$ cat src/tpc_pkg.sv
// tpc_pkg: register offsets, reset values, field positions and modes for the panel config block
// assumes: one 100 MHz clock, byte-wide parameter writes
package tpc_pkg;
  localparam logic [7:0] REG_PLL_RANGE_MULT  = 8'h32;
  localparam logic [7:0] REG_PLL_VCO_BAND    = 8'h33;
  localparam logic [7:0] REG_PANEL_CONFIG    = 8'h34;
  localparam logic [7:0] RST_PLL_RANGE_MULT  = 8'h99;
  localparam logic [7:0] RST_PLL_VCO_BAND    = 8'h00;
  localparam logic [7:0] RST_PANEL_CONFIG    = 8'h00;
  localparam logic [7:0] RST_PALETTE_ENTRY   = 8'h00;
  localparam int         MULT_LSB            = 0;
  localparam int         RANGE_LSB           = 4;
  localparam int         BAND_LSB            = 0;
  localparam int         VCO_DIV_LSB         = 5;
  localparam int         CFG_ENABLE          = 0;
  localparam int         CFG_PALETTE         = 1;
  localparam int         CFG_NEAREST         = 2;
  localparam int         CFG_SHIFT_EDGE      = 4;
  localparam int         CFG_DE_POL          = 5;
  localparam int         CFG_LINE_POL        = 6;
  localparam int         CFG_FRAME_POL       = 7;
  localparam logic [7:0] CFG_WRITE_MASK      = 8'hf7;
  localparam logic [7:0] VCO_WRITE_MASK      = 8'h7f;
  localparam int         BUF_DEPTH           = 2;
  typedef enum logic [1:0] {
    BPP_1 = 2'h0,
    BPP_2 = 2'h1,
    BPP_4 = 2'h2,
    BPP_R = 2'h3
  } tpc_bpp_type;
endpackage

$ cat src/tpc_buf_if.sv
// tpc_buf_if: valid/ready word stream between the mapper and its two-entry buffer
// assumes: single clock domain
`timescale 1ns/1ps
`default_nettype none
interface tpc_buf_if #(parameter int W = 9);
  logic         valid;
  logic         ready;
  logic [W-1:0] data;
  modport src (output valid, output data, input ready);
  modport dst (input valid, input data, output ready);
endinterface
`default_nettype wire

$ cat src/tpc_panel_config.sv
// tpc_panel_config: pll parameter and panel interface registers, pixel-to-data-line mapper
// assumes: host writes parameter bytes on i_wr_* and reads on i_rd_addr; pll and timing live outside
//
// Function
// [RULE_01] host sets range by pll input frequency
// [RULE_02] multiplier is low nibble plus one
// [RULE_03] host keeps pll output 20 to 110 MHz
// [RULE_04] reserved bits stay zero on write
// [RULE_05] vco code 01/10/11 gives 2/4/8
// [RULE_06] host keeps vco 100 to 400 MHz
// [RULE_07] host sets vco band by frequency
// [RULE_08] sync and enable polarity from config bits
// [RULE_09] setup-one command loads config register
// [RULE_10] grey-scale uses four lines, upper two idle
// [RULE_11] grey-scale maps 1/2/4 bpp pixel patterns
// [RULE_12] bit 0 enables panel interface
// [RULE_13] palette mode outputs indexed six-bit entry
// [RULE_14] host keeps shift clock 2 to 35 MHz
// [RULE_15] bit 4 edge select, bit 1 colour mode
// [RULE_16] bit 2 selects up-scaling method
`timescale 1ns/1ps
`default_nettype none
module tpc_panel_config #(
  parameter int PAL_ENTRIES = 16
) (
  input  wire logic       i_clk,
  input  wire logic       i_srst,
  input  wire logic       i_wr_en,
  input  wire logic [7:0] i_wr_addr,
  input  wire logic [7:0] i_wr_data,
  input  wire logic       i_setup_one_cmd,
  input  wire logic [7:0] i_setup_one_param,
  input  wire logic       i_pal_wr_en,
  input  wire logic [3:0] i_pal_wr_index,
  input  wire logic [5:0] i_pal_wr_data,
  input  wire logic [7:0] i_rd_addr,
  output var  logic [7:0] o_rd_data,
  input  wire logic [1:0] i_bpp,
  input  wire logic       i_pix_valid,
  input  wire logic [3:0] i_pix_data,
  input  wire logic       i_line_active,
  input  wire logic       i_frame_active,
  input  wire logic       i_de_active,
  output var  logic       o_pix_ready,
  input  wire logic       i_panel_ready,
  output var  logic       o_panel_valid,
  output var  logic [5:0] o_panel_pixel_lines,
  output var  logic       o_panel_line_sync,
  output var  logic       o_panel_frame_sync,
  output var  logic       o_panel_data_enable,
  output var  logic [3:0] o_pll_range_select,
  output var  logic [4:0] o_pll_multiplier,
  output var  logic [3:0] o_vco_multiplier,
  output var  logic [4:0] o_vco_band_select,
  output var  logic       o_shift_falling_edge,
  output var  logic       o_nearest_upscale,
  output var  logic       o_panel_enable
);
  ////////////////////////////////////////////////////////////////////////////
  // registers
  logic [7:0] range_mult_q, range_mult_d;
  logic [7:0] vco_band_q, vco_band_d;
  logic [7:0] cfg_q, cfg_d;
  logic [5:0] pal_q [PAL_ENTRIES];
  logic [5:0] pal_d [PAL_ENTRIES];
  logic [7:0] rd_q, rd_d;

  always_comb begin
    range_mult_d = range_mult_q;
    vco_band_d   = vco_band_q;
    cfg_d        = cfg_q;
    pal_d        = pal_q;
    if (i_wr_en && i_wr_addr == tpc_pkg::REG_PLL_RANGE_MULT) begin
      range_mult_d = i_wr_data;
    end
    if (i_wr_en && i_wr_addr == tpc_pkg::REG_PLL_VCO_BAND) begin
      vco_band_d = i_wr_data & tpc_pkg::VCO_WRITE_MASK; // see [RULE_04]
    end
    if (i_wr_en && i_wr_addr == tpc_pkg::REG_PANEL_CONFIG) begin
      cfg_d = i_wr_data & tpc_pkg::CFG_WRITE_MASK; // see [RULE_04]
    end
    if (i_setup_one_cmd) begin
      cfg_d = i_setup_one_param & tpc_pkg::CFG_WRITE_MASK; // see [RULE_09]
    end
    if (i_pal_wr_en && 32'(i_pal_wr_index) < PAL_ENTRIES) begin
      pal_d[i_pal_wr_index] = i_pal_wr_data;
    end
    unique case (i_rd_addr)
      tpc_pkg::REG_PLL_RANGE_MULT: rd_d = range_mult_q;
      tpc_pkg::REG_PLL_VCO_BAND:   rd_d = vco_band_q;
      tpc_pkg::REG_PANEL_CONFIG:   rd_d = cfg_q;
      default:                     rd_d = 8'h00;
    endcase
  end

  always_ff @(posedge i_clk) begin
    if (i_srst) begin
      range_mult_q <= tpc_pkg::RST_PLL_RANGE_MULT;
      vco_band_q   <= tpc_pkg::RST_PLL_VCO_BAND;
      cfg_q        <= tpc_pkg::RST_PANEL_CONFIG;
      rd_q         <= 8'h00;
      for (int i = 0; i < PAL_ENTRIES; i++) begin
        pal_q[i] <= tpc_pkg::RST_PALETTE_ENTRY[5:0];
      end
    end else begin
      range_mult_q <= range_mult_d;
      vco_band_q   <= vco_band_d;
      cfg_q        <= cfg_d;
      rd_q         <= rd_d;
      pal_q        <= pal_d;
    end
  end

  assign o_rd_data = rd_q;

  ////////////////////////////////////////////////////////////////////////////
  // pll decode
  function automatic logic [3:0] vco_mult(input logic [1:0] code);
    unique case (code)
      2'h1:    vco_mult = 4'h2;
      2'h2:    vco_mult = 4'h4;
      2'h3:    vco_mult = 4'h8;
      default: vco_mult = 4'h0; // reserved code
    endcase
  endfunction

  // range and band are passed straight to the pll; host picks them
  assign o_pll_range_select   = range_mult_q[tpc_pkg::RANGE_LSB +: 4]; // see [RULE_01]
  assign o_pll_multiplier     = {1'b0, range_mult_q[tpc_pkg::MULT_LSB +: 4]} + 5'h01; // see [RULE_02]
  assign o_vco_multiplier     = vco_mult(vco_band_q[tpc_pkg::VCO_DIV_LSB +: 2]); // see [RULE_05]
  assign o_vco_band_select    = vco_band_q[tpc_pkg::BAND_LSB +: 5]; // see [RULE_07]
  assign o_shift_falling_edge = cfg_q[tpc_pkg::CFG_SHIFT_EDGE]; // see [RULE_15]
  assign o_nearest_upscale    = cfg_q[tpc_pkg::CFG_NEAREST]; // see [RULE_16]
  assign o_panel_enable       = cfg_q[tpc_pkg::CFG_ENABLE]; // see [RULE_12]

  ////////////////////////////////////////////////////////////////////////////
  // pixel mapping
  function automatic logic [5:0] grey_map(input logic [1:0] bpp, input logic [3:0] pix);
    unique case (bpp)
      tpc_pkg::BPP_1: grey_map = {2'h0, {4{pix[0]}}};
      tpc_pkg::BPP_2: grey_map = {2'h0, {2{pix[1:0]}}};
      tpc_pkg::BPP_4: grey_map = {2'h0, pix};
      default:        grey_map = 6'h00;
    endcase
  endfunction

  function automatic logic [3:0] pal_index(input logic [1:0] bpp, input logic [3:0] pix);
    unique case (bpp)
      tpc_pkg::BPP_1: pal_index = {3'h0, pix[0]};
      tpc_pkg::BPP_2: pal_index = {2'h0, pix[1:0]};
      default:        pal_index = pix;
    endcase
  endfunction

  tpc_buf_if #(.W(9)) map_if ();
  logic [5:0] mapped;
  logic [8:0] out_word;
  logic [3:0] idx;

  always_comb begin
    idx = pal_index(i_bpp, i_pix_data);
    if (cfg_q[tpc_pkg::CFG_PALETTE]) begin
      mapped = (32'(idx) < PAL_ENTRIES) ? pal_q[idx] : 6'h00; // see [RULE_13]
    end else begin
      mapped = grey_map(i_bpp, i_pix_data); // see [RULE_10] [RULE_11]
    end
  end

  // polarity applied before buffering so syncs stay aligned with data
  assign map_if.valid = i_pix_valid && cfg_q[tpc_pkg::CFG_ENABLE]; // see [RULE_12]
  assign map_if.data  = {i_frame_active ^ ~cfg_q[tpc_pkg::CFG_FRAME_POL],
                         i_line_active ^ ~cfg_q[tpc_pkg::CFG_LINE_POL],
                         i_de_active ^ ~cfg_q[tpc_pkg::CFG_DE_POL],
                         mapped}; // see [RULE_08]
  assign o_pix_ready  = map_if.ready && cfg_q[tpc_pkg::CFG_ENABLE];

  tpc_skid_buffer #(.W(9)) u_buf (
    .i_clk   (i_clk),
    .i_srst  (i_srst),
    .in_if   (map_if),
    .o_valid (o_panel_valid),
    .o_data  (out_word),
    .i_ready (i_panel_ready)
  );

  assign o_panel_frame_sync  = out_word[8];
  assign o_panel_line_sync   = out_word[7];
  assign o_panel_data_enable = out_word[6];
  assign o_panel_pixel_lines = out_word[5:0];
endmodule // tpc_panel_config
`default_nettype wire

$ cat src/tpc_skid_buffer.sv
// tpc_skid_buffer: two-entry flip-flop buffer with valid/ready on both sides
// assumes: synchronous active-high reset
`timescale 1ns/1ps
`default_nettype none
module tpc_skid_buffer #(
  parameter int W = 9
) (
  input  wire logic   i_clk,
  input  wire logic   i_srst,
  tpc_buf_if.dst      in_if,
  output var  logic   o_valid,
  output var  logic [W-1:0] o_data,
  input  wire logic   i_ready
);
  logic [W-1:0] mem_q [tpc_pkg::BUF_DEPTH];
  logic [W-1:0] mem_d [tpc_pkg::BUF_DEPTH];
  logic         wp_q, wp_d, rp_q, rp_d;
  logic [1:0]   cnt_q, cnt_d;
  logic         push, pop;

  assign in_if.ready = (cnt_q != 2'h2);
  assign o_valid     = (cnt_q != 2'h0);
  assign o_data      = mem_q[rp_q];
  assign push        = in_if.valid && in_if.ready;
  assign pop         = o_valid && i_ready;

  always_comb begin
    mem_d = mem_q;
    wp_d  = wp_q;
    rp_d  = rp_q;
    cnt_d = cnt_q;
    if (push) begin
      mem_d[wp_q] = in_if.data;
      wp_d        = ~wp_q;
    end
    if (pop) begin
      rp_d = ~rp_q;
    end
    cnt_d = cnt_q + {1'b0, push} - {1'b0, pop};
  end

  always_ff @(posedge i_clk) begin
    if (i_srst) begin
      wp_q  <= 1'b0;
      rp_q  <= 1'b0;
      cnt_q <= 2'h0;
      for (int i = 0; i < tpc_pkg::BUF_DEPTH; i++) begin
        mem_q[i] <= '0;
      end
    end else begin
      wp_q  <= wp_d;
      rp_q  <= rp_d;
      cnt_q <= cnt_d;
      mem_q <= mem_d;
    end
  end
endmodule // tpc_skid_buffer
`default_nettype wire
$ cat config.mk
export PLATFORM = sky130hd
export DESIGN_NAME = tpc_panel_config
export DESIGN_NICKNAME = d
export VERILOG_FILES = /design/src/tpc_pkg.sv /design/src/tpc_buf_if.sv /design/src/tpc_panel_config.sv /design/src/tpc_skid_buffer.sv
export SDC_FILE = /design/constraint.sdc
export NUM_CORES = 1
export LEC_CHECK = 0
export ABC_AREA = 1
export BUFFER_PORTS_ARGS = -buffer_cell sky130_fd_sc_hd__buf_2
export CORE_UTILIZATION = 30
export DETAILED_ROUTE_END_ITERATION = 10
export PLACE_DENSITY_LB_ADDON = 0.12
export SLEW_MARGIN = 20
export SYNTH_ARGS = -nofsm -noshare
export SYNTH_HDL_FRONTEND = slang
export SYNTH_SLANG_ARGS = --single-unit
$ cat constraint.sdc
create_clock -name i_clk -period 1.8 [get_ports i_clk]
set_clock_uncertainty 0.15 [all_clocks]
set_input_delay 0.27 -clock i_clk [delete_from_list [all_inputs] [get_ports i_clk]]
set_output_delay 0.27 -clock i_clk [all_outputs]
set_load 0.01 [all_outputs]
## Word level (Yosys, flattened, before mapping)

Index checks and enable logic that the tools add are counted.

- Bitwise logic cells: 12
- Reduce and logical (&&, ||, !) cells: 12
- Order comparisons: 6
- Equal/unequal tests: 12
- Muxes and demuxes: 19
- $add $sub $neg: 3

Operators with widths:

| operator | count |
|---|---|
| bitwise mux 96 bit | 1 |
| == test 8 x 6 -> 1 bit, second input constant | 6 |
| two-way mux 9 bit | 4 |
| binary-select mux 6 bit (select 4 bit) | 1 |
| demux 6 bit (select 4 bit) | 1 |
| two-way mux 6 bit | 4 |
| case mux 4 bit (3 select lines) | 2 |
| case mux 8 bit (3 select lines) | 1 |
| bitwise mux 18 bit | 1 |
| two-way mux 8 bit | 2 |
| >= comparator 5 bit, second input constant | 2 |
| NOT 4 -> 5 bit | 2 |
| demux 9 bit (select 1 bit) | 1 |
| logical AND 1 bit | 9 |
| case mux 4 bit (2 select lines) | 1 |
| == test 2 bit, second input constant | 3 |
| adder 4 x 1 -> 5 bit, second input constant | 1 |
| less-than comparator 5 x 1 -> 1 bit, second input constant | 1 |
| NOT 1 bit | 5 |
| == test 2 x 1 -> 1 bit, second input constant | 2 |
| >= comparator 2 bit, second input constant | 2 |
| NOT 1 -> 2 bit | 2 |
| nonzero test 2 bit | 2 |
| XOR 1 bit | 3 |
| 5 further kinds | 5 |

- Input bits: 58
- Output and inout bits: 40
- Register bits: 148

## Logic depth before layout (Yosys ltp)

- Word-level depth: 8
- Mapped depth: 14
- Depth with buffers taken out: 11

## Modules after synthesis

From an unflattened synthesis, not the netlist that was laid out.

- Cell total of the unflattened synthesis: 1137
- Area, all modules: 7424.6 um2

By module, submodules not included:

| module | sequential area each (um2) | area an instance (um2) | cells an instance | times used |
|---|---|---|---|---|
| tpc_panel_config | 2522.4 | 6180.9 | 944 | 1 |
| tpc_skid_buffer | 440.4 | 1243.7 | 193 | 1 |

## Least setup slack after synthesis

No wires, ideal clock.

- Path kind: flip-flop to flip-flop
- From: reg u_buf.cnt_q[1]
- To: reg u_buf.cnt_q[1]
- Setup slack: -0.033 ns
- Required time: 1.529 ns
- Path buffers: 0
- Period minus slack after synthesis: 1.833 ns
- Data arrival time: 1.563 ns
- Cell stages (with the launch flop): 10
- Setup time: 0.121 ns
- Cells stage by stage: dfxtp_1 or2_2 nand2_1 inv_1 ha_1 inv_1 ha_1 xor2_1 o21ai_0 a21oi_1

RTL lines:

| item | line | text |
|---|---|---|
| start, declared | tpc_skid_buffer.sv:18 | `logic [1:0] cnt_q, cnt_d;` |
| start signal, assigned | tpc_skid_buffer.sv:53 | `cnt_q <= cnt_d;` |
| nonzero test 2 bit | tpc_skid_buffer.sv:22 | `assign o_valid = (cnt_q != 2'h0);` |
| named net o_panel_valid | tpc_panel_config.sv:46 | `output var logic o_panel_valid,` |
| logical AND 1 bit | tpc_skid_buffer.sv:25 | `assign pop = o_valid && i_ready;` |
| named net u_buf.pop | tpc_skid_buffer.sv:19 | `logic push, pop;` |
| subtractor 2 x 1 -> 2 bit | tpc_skid_buffer.sv:39 | `cnt_d = cnt_q + {1'b0, push} - {1'b0, pop};` |

The timed path passes the listed nets, and every way through them passes these cells.
A chain may end at the register's enable or synchronous reset.

## Worst setup path in the final report

- From: reg u_buf.cnt_q[1]
- To: reg u_buf.cnt_q[1]

RTL lines:

| item | line |
|---|---|
| nonzero test 2 bit | tpc_skid_buffer.sv:22 |
| logical AND 1 bit | tpc_skid_buffer.sv:25 |
| named net u_buf.pop | tpc_skid_buffer.sv:19 |
| subtractor 2 x 1 -> 2 bit | tpc_skid_buffer.sv:39 |

The timed path passes the listed nets, and every way through them passes these cells.

==> results.toml <==
[status]
outcome = "finished, violations left"
violations = "hold timing"

[detailed_routing]
first_iter_violations = 474
routed_via_density = 4.56
drc = 0
post_drt_wl_per_cell_um = 14.1
finalWirelength_um = 21300
route.vias.total = 6855
firstDrtPassIters = 5
postRouteAntennaNets = 0

[sta]
setup_tns_ns = 0
slew_viol_final = 0
tightest_slew_ns = 0.556
finalHoldViolations = 1
rsz0062_at_grt = "true"
slew_headroom_pct = 62.9
layout_min_cycle_time_ns = 1.74
finalCritPeriodShare_pct = 96.6
worst_slack_ns = 0.0621
max_freq_mhz = 575
hold_slack_ns = -0.000216
setup_viol = 0

[final_layout]
fin_nets = 1239
fillers = 2537
area_growth_pct = 24.7
drive_gt1_share_pct = 17.0
final_cells = 1504
num_antenna_cells = 0
seq_area_um2 = 2970
multiInputGateArea_um2 = 3380

[worst_hold_path]
hold_path.class = "in2reg"
whs_path_depth = 3
min_from = "i_setup_one_param[2]"
holdPathEnd = "cfg_q[2]"

[global_routing]
grt_max_degree = 48
grtUsageTotal_pct = 18.6
grt_pass1_vias = 6481
grt_remaining_overflow = 0
antenna_found_initial = 0
grt_pass1_wl_um = 34700

[setup_path]
cp_slowest_cell = "dfxtp_1"
crit_path_end_kind = "flip-flop"
rrSetupSlack_ns = 0.06
critPathTopFamily = "adder cells"
crit_arrival_ns = 1.90
cp_cell_sequence = "or2_4 > nand2_2 > inv_1 > ha_1 > inv_1 > ha_2 > xor2_2 > o21ai_1 > a21oi_1"
max_stage_delay_ns = 0.31
worstSetupPathType = "reg2reg"
crit_start = "u_buf.cnt_q[1]"
r2r_end = "u_buf.cnt_q[1]"
cp_max_fo = 2
cp-start-kind = "flip-flop"
cp.required_ns = 1.96
rr_worst_depth = 9
r2r_start = "u_buf.cnt_q[1]"
path_common_cell = "inv_1"
path_buf_inv = 2

[clocking]
clock_path_buffers = 2
cts.reportedPaths.clkPinSlew_ns = 0.06
root_buffer = "clkbuf_16"
cts.sinks = 148
clk_latency_ns = 0.43
cts-htree-levels = 4
cts_setup_buffers = 0
tritoncts = "yes"
cts_buffers = 17

[synth]
ys_top_cells_by_count = "nand2_1 (238), nor2_1 (216), dfxtp_1 (148), o21ai_0 (141), inv_1 (105)"
ys_ff_latch = 148
avgSynthCellArea_um2 = 6.62
netlist_area_um2 = 7040
yosysMostFrequentCell = "nand2_1"
synth_fp_nets = 1124
synth-edff-count = 0
synthFlopType = "dfxtp_1"
yosysWarnings = 0
synthCells = 1063
yosys.area.top_type = "dfxtp_1"
synth_cell_type_count = 34
async_flop_share_pct = 0
synthTopCellsByArea = "dfxtp_1 (42%), nand2_1 (13%), nor2_1 (12%)"
ys_seq_area_share_pct = 42.1
synth_top_area_share_pct = 42.1

[place]
place_congestion = 0.784
portBuffers = 95
dp_hpwl_um = 15100
dp.cells = 1461
pre_cts_slack_ns = -0.0633

[floorplan]
io_pins = 98
core_area_um2 = 22800
fp.dieH_um = 155
die_w_um = 155
start_util_pct = 30.8
row_count = 55
die_area_um2 = 24100

[pwr]
power_leakage_nw = 4.13
switching_share_pct = 26.1
power_frac_seq_pct = 41.8
ir_worst_vdd_mv = 0.571
p_sw_w = 0.00215
powerDensity_nw_per_um2 = 936
p_clk_share_pct = 46.9
p_comb_share_pct = 11.3
internal_power_w = 0.00607

[run]
maxCapViolations = 0
[logic make-up (layout without fill, tap and decap cells)]
kind of cell	count (synthesis)	in the layout	synth area share [%]
buffers and inverters	168	296	10.2
AND/OR/NAND/NOR	518	518	30.0
AO/OA/AOI/OAI	219	219	16.3
flip-flops	148	148	42.1
adder cells (fa/ha/maj)	3	3	0.534
XOR/XNOR	6	6	0.747
other	1	1	0.0533
[registers in the layout, indices dropped and copies added (netlist names)]
name,count
cfg_q,7
o_rd_data,8
pal_q,96
range_mult_q,8
u_buf.cnt_q,2
u_buf.mem_q,18
u_buf.rp_q,1
u_buf.wp_q,1
vco_band_q,7
[timing repair]
action                                  4_1_cts  5_1_grt
hold buffers                                 11        0
endpoints found under the setup margin        0       13
hold endpoints to repair                     13        0
gates resized for setup                       0       10
[worst max-delay path by stage]
| stage | cells after the start | end | slack (ns) |
|---|---|---|---|
| global route | 9 | u_buf.cnt_q[1] | -0.06 |
| global placement | 10 | u_buf.mem_q[14] | -0.02 |
| CTS | 4 | o_panel_line_sync | 0.001 |
| floorplan | 9 | u_buf.cnt_q[1] | 0.04 |
| finish | 9 | u_buf.cnt_q[1] | 0.06 |
| detailed placement | 10 | u_buf.mem_q[14] | -0.06 |
[per-stage QoR]
step                utilization (%)  area [µm²]  total power (W)
finish                         38.4        8770          0.00821
global route                   38.4        8770          0.00857
CTS                            38.3        8750          0.00830
detailed placement             35.0        8010          0.00441
global placement               35.0        8010          0.00441
floorplan                         -        7040          0.00402
[cell usage in the layout (no fill, tap or decap), types with 3 or more instances in the layout]
master,Yosys,routed
buf_2,12,95
inv_6,0,3
buf_4,12,39
nor2_1,216,215
a21oi_1,51,51
nor3_1,6,6
o21ai_0,141,140
o21ai_1,9,10
inv_2,8,9
nor4_4,3,3
clkbuf_16,0,17
dfxtp_2,0,3
clkinv_4,0,4
xnor2_1,3,3
a22oi_1,7,7
inv_1,105,104
buf_12,0,5
nor2_2,3,3
dfxtp_1,148,145
bufinv_16,0,4
nand3_1,43,43
dlygate4sd3_1,0,11
nand2_1,238,237
o211ai_1,5,5
nor3_2,3,3
[layout make-up]
class,instances,area share (%)
repair buffers,150,11.2
inverters,114,4.88
multi-input cells,747,38.5
clock inverters,14,2.30
clock buffers,18,4.89
well taps,313,4.46
flip-flops and latches,148,33.8
[worst register-to-register path, cell delays in order, from the launching register on]
cell and delay [ns]:
dfxtp_1 0.31, or2_4 0.25, nand2_2 0.06, inv_1 0.04, ha_1 0.26, inv_1 0.04, ha_2 0.17, xor2_2 0.17
o21ai_1 0.13, a21oi_1 0.05
[layer usage]
metal / vias to the layer above / track usage, % / part of all wire (%) / wire length (µm)
li1: 3587 / - / - / -
met1: 3118 / 25.7 / 50 / 10700
met2: 127 / 29.1 / 44 / 9460
met3: 23 / 3.34 / 3.6 / 773
met4: 0 / 5.70 / 1.6 / 339
met5: - / 0 / 0 / 0
[power by group through the flow]
stage               logic [W]  clock network (W)  registers [W]
finish               0.000932            0.00385        0.00343
global route          0.00105            0.00407        0.00344
CTS                  0.000930            0.00394        0.00343
detailed placement   0.000909                  0        0.00350
global placement     0.000908                  0        0.00350
floorplan            0.000531                  0        0.00349
(Power assumes the default switching activity.)
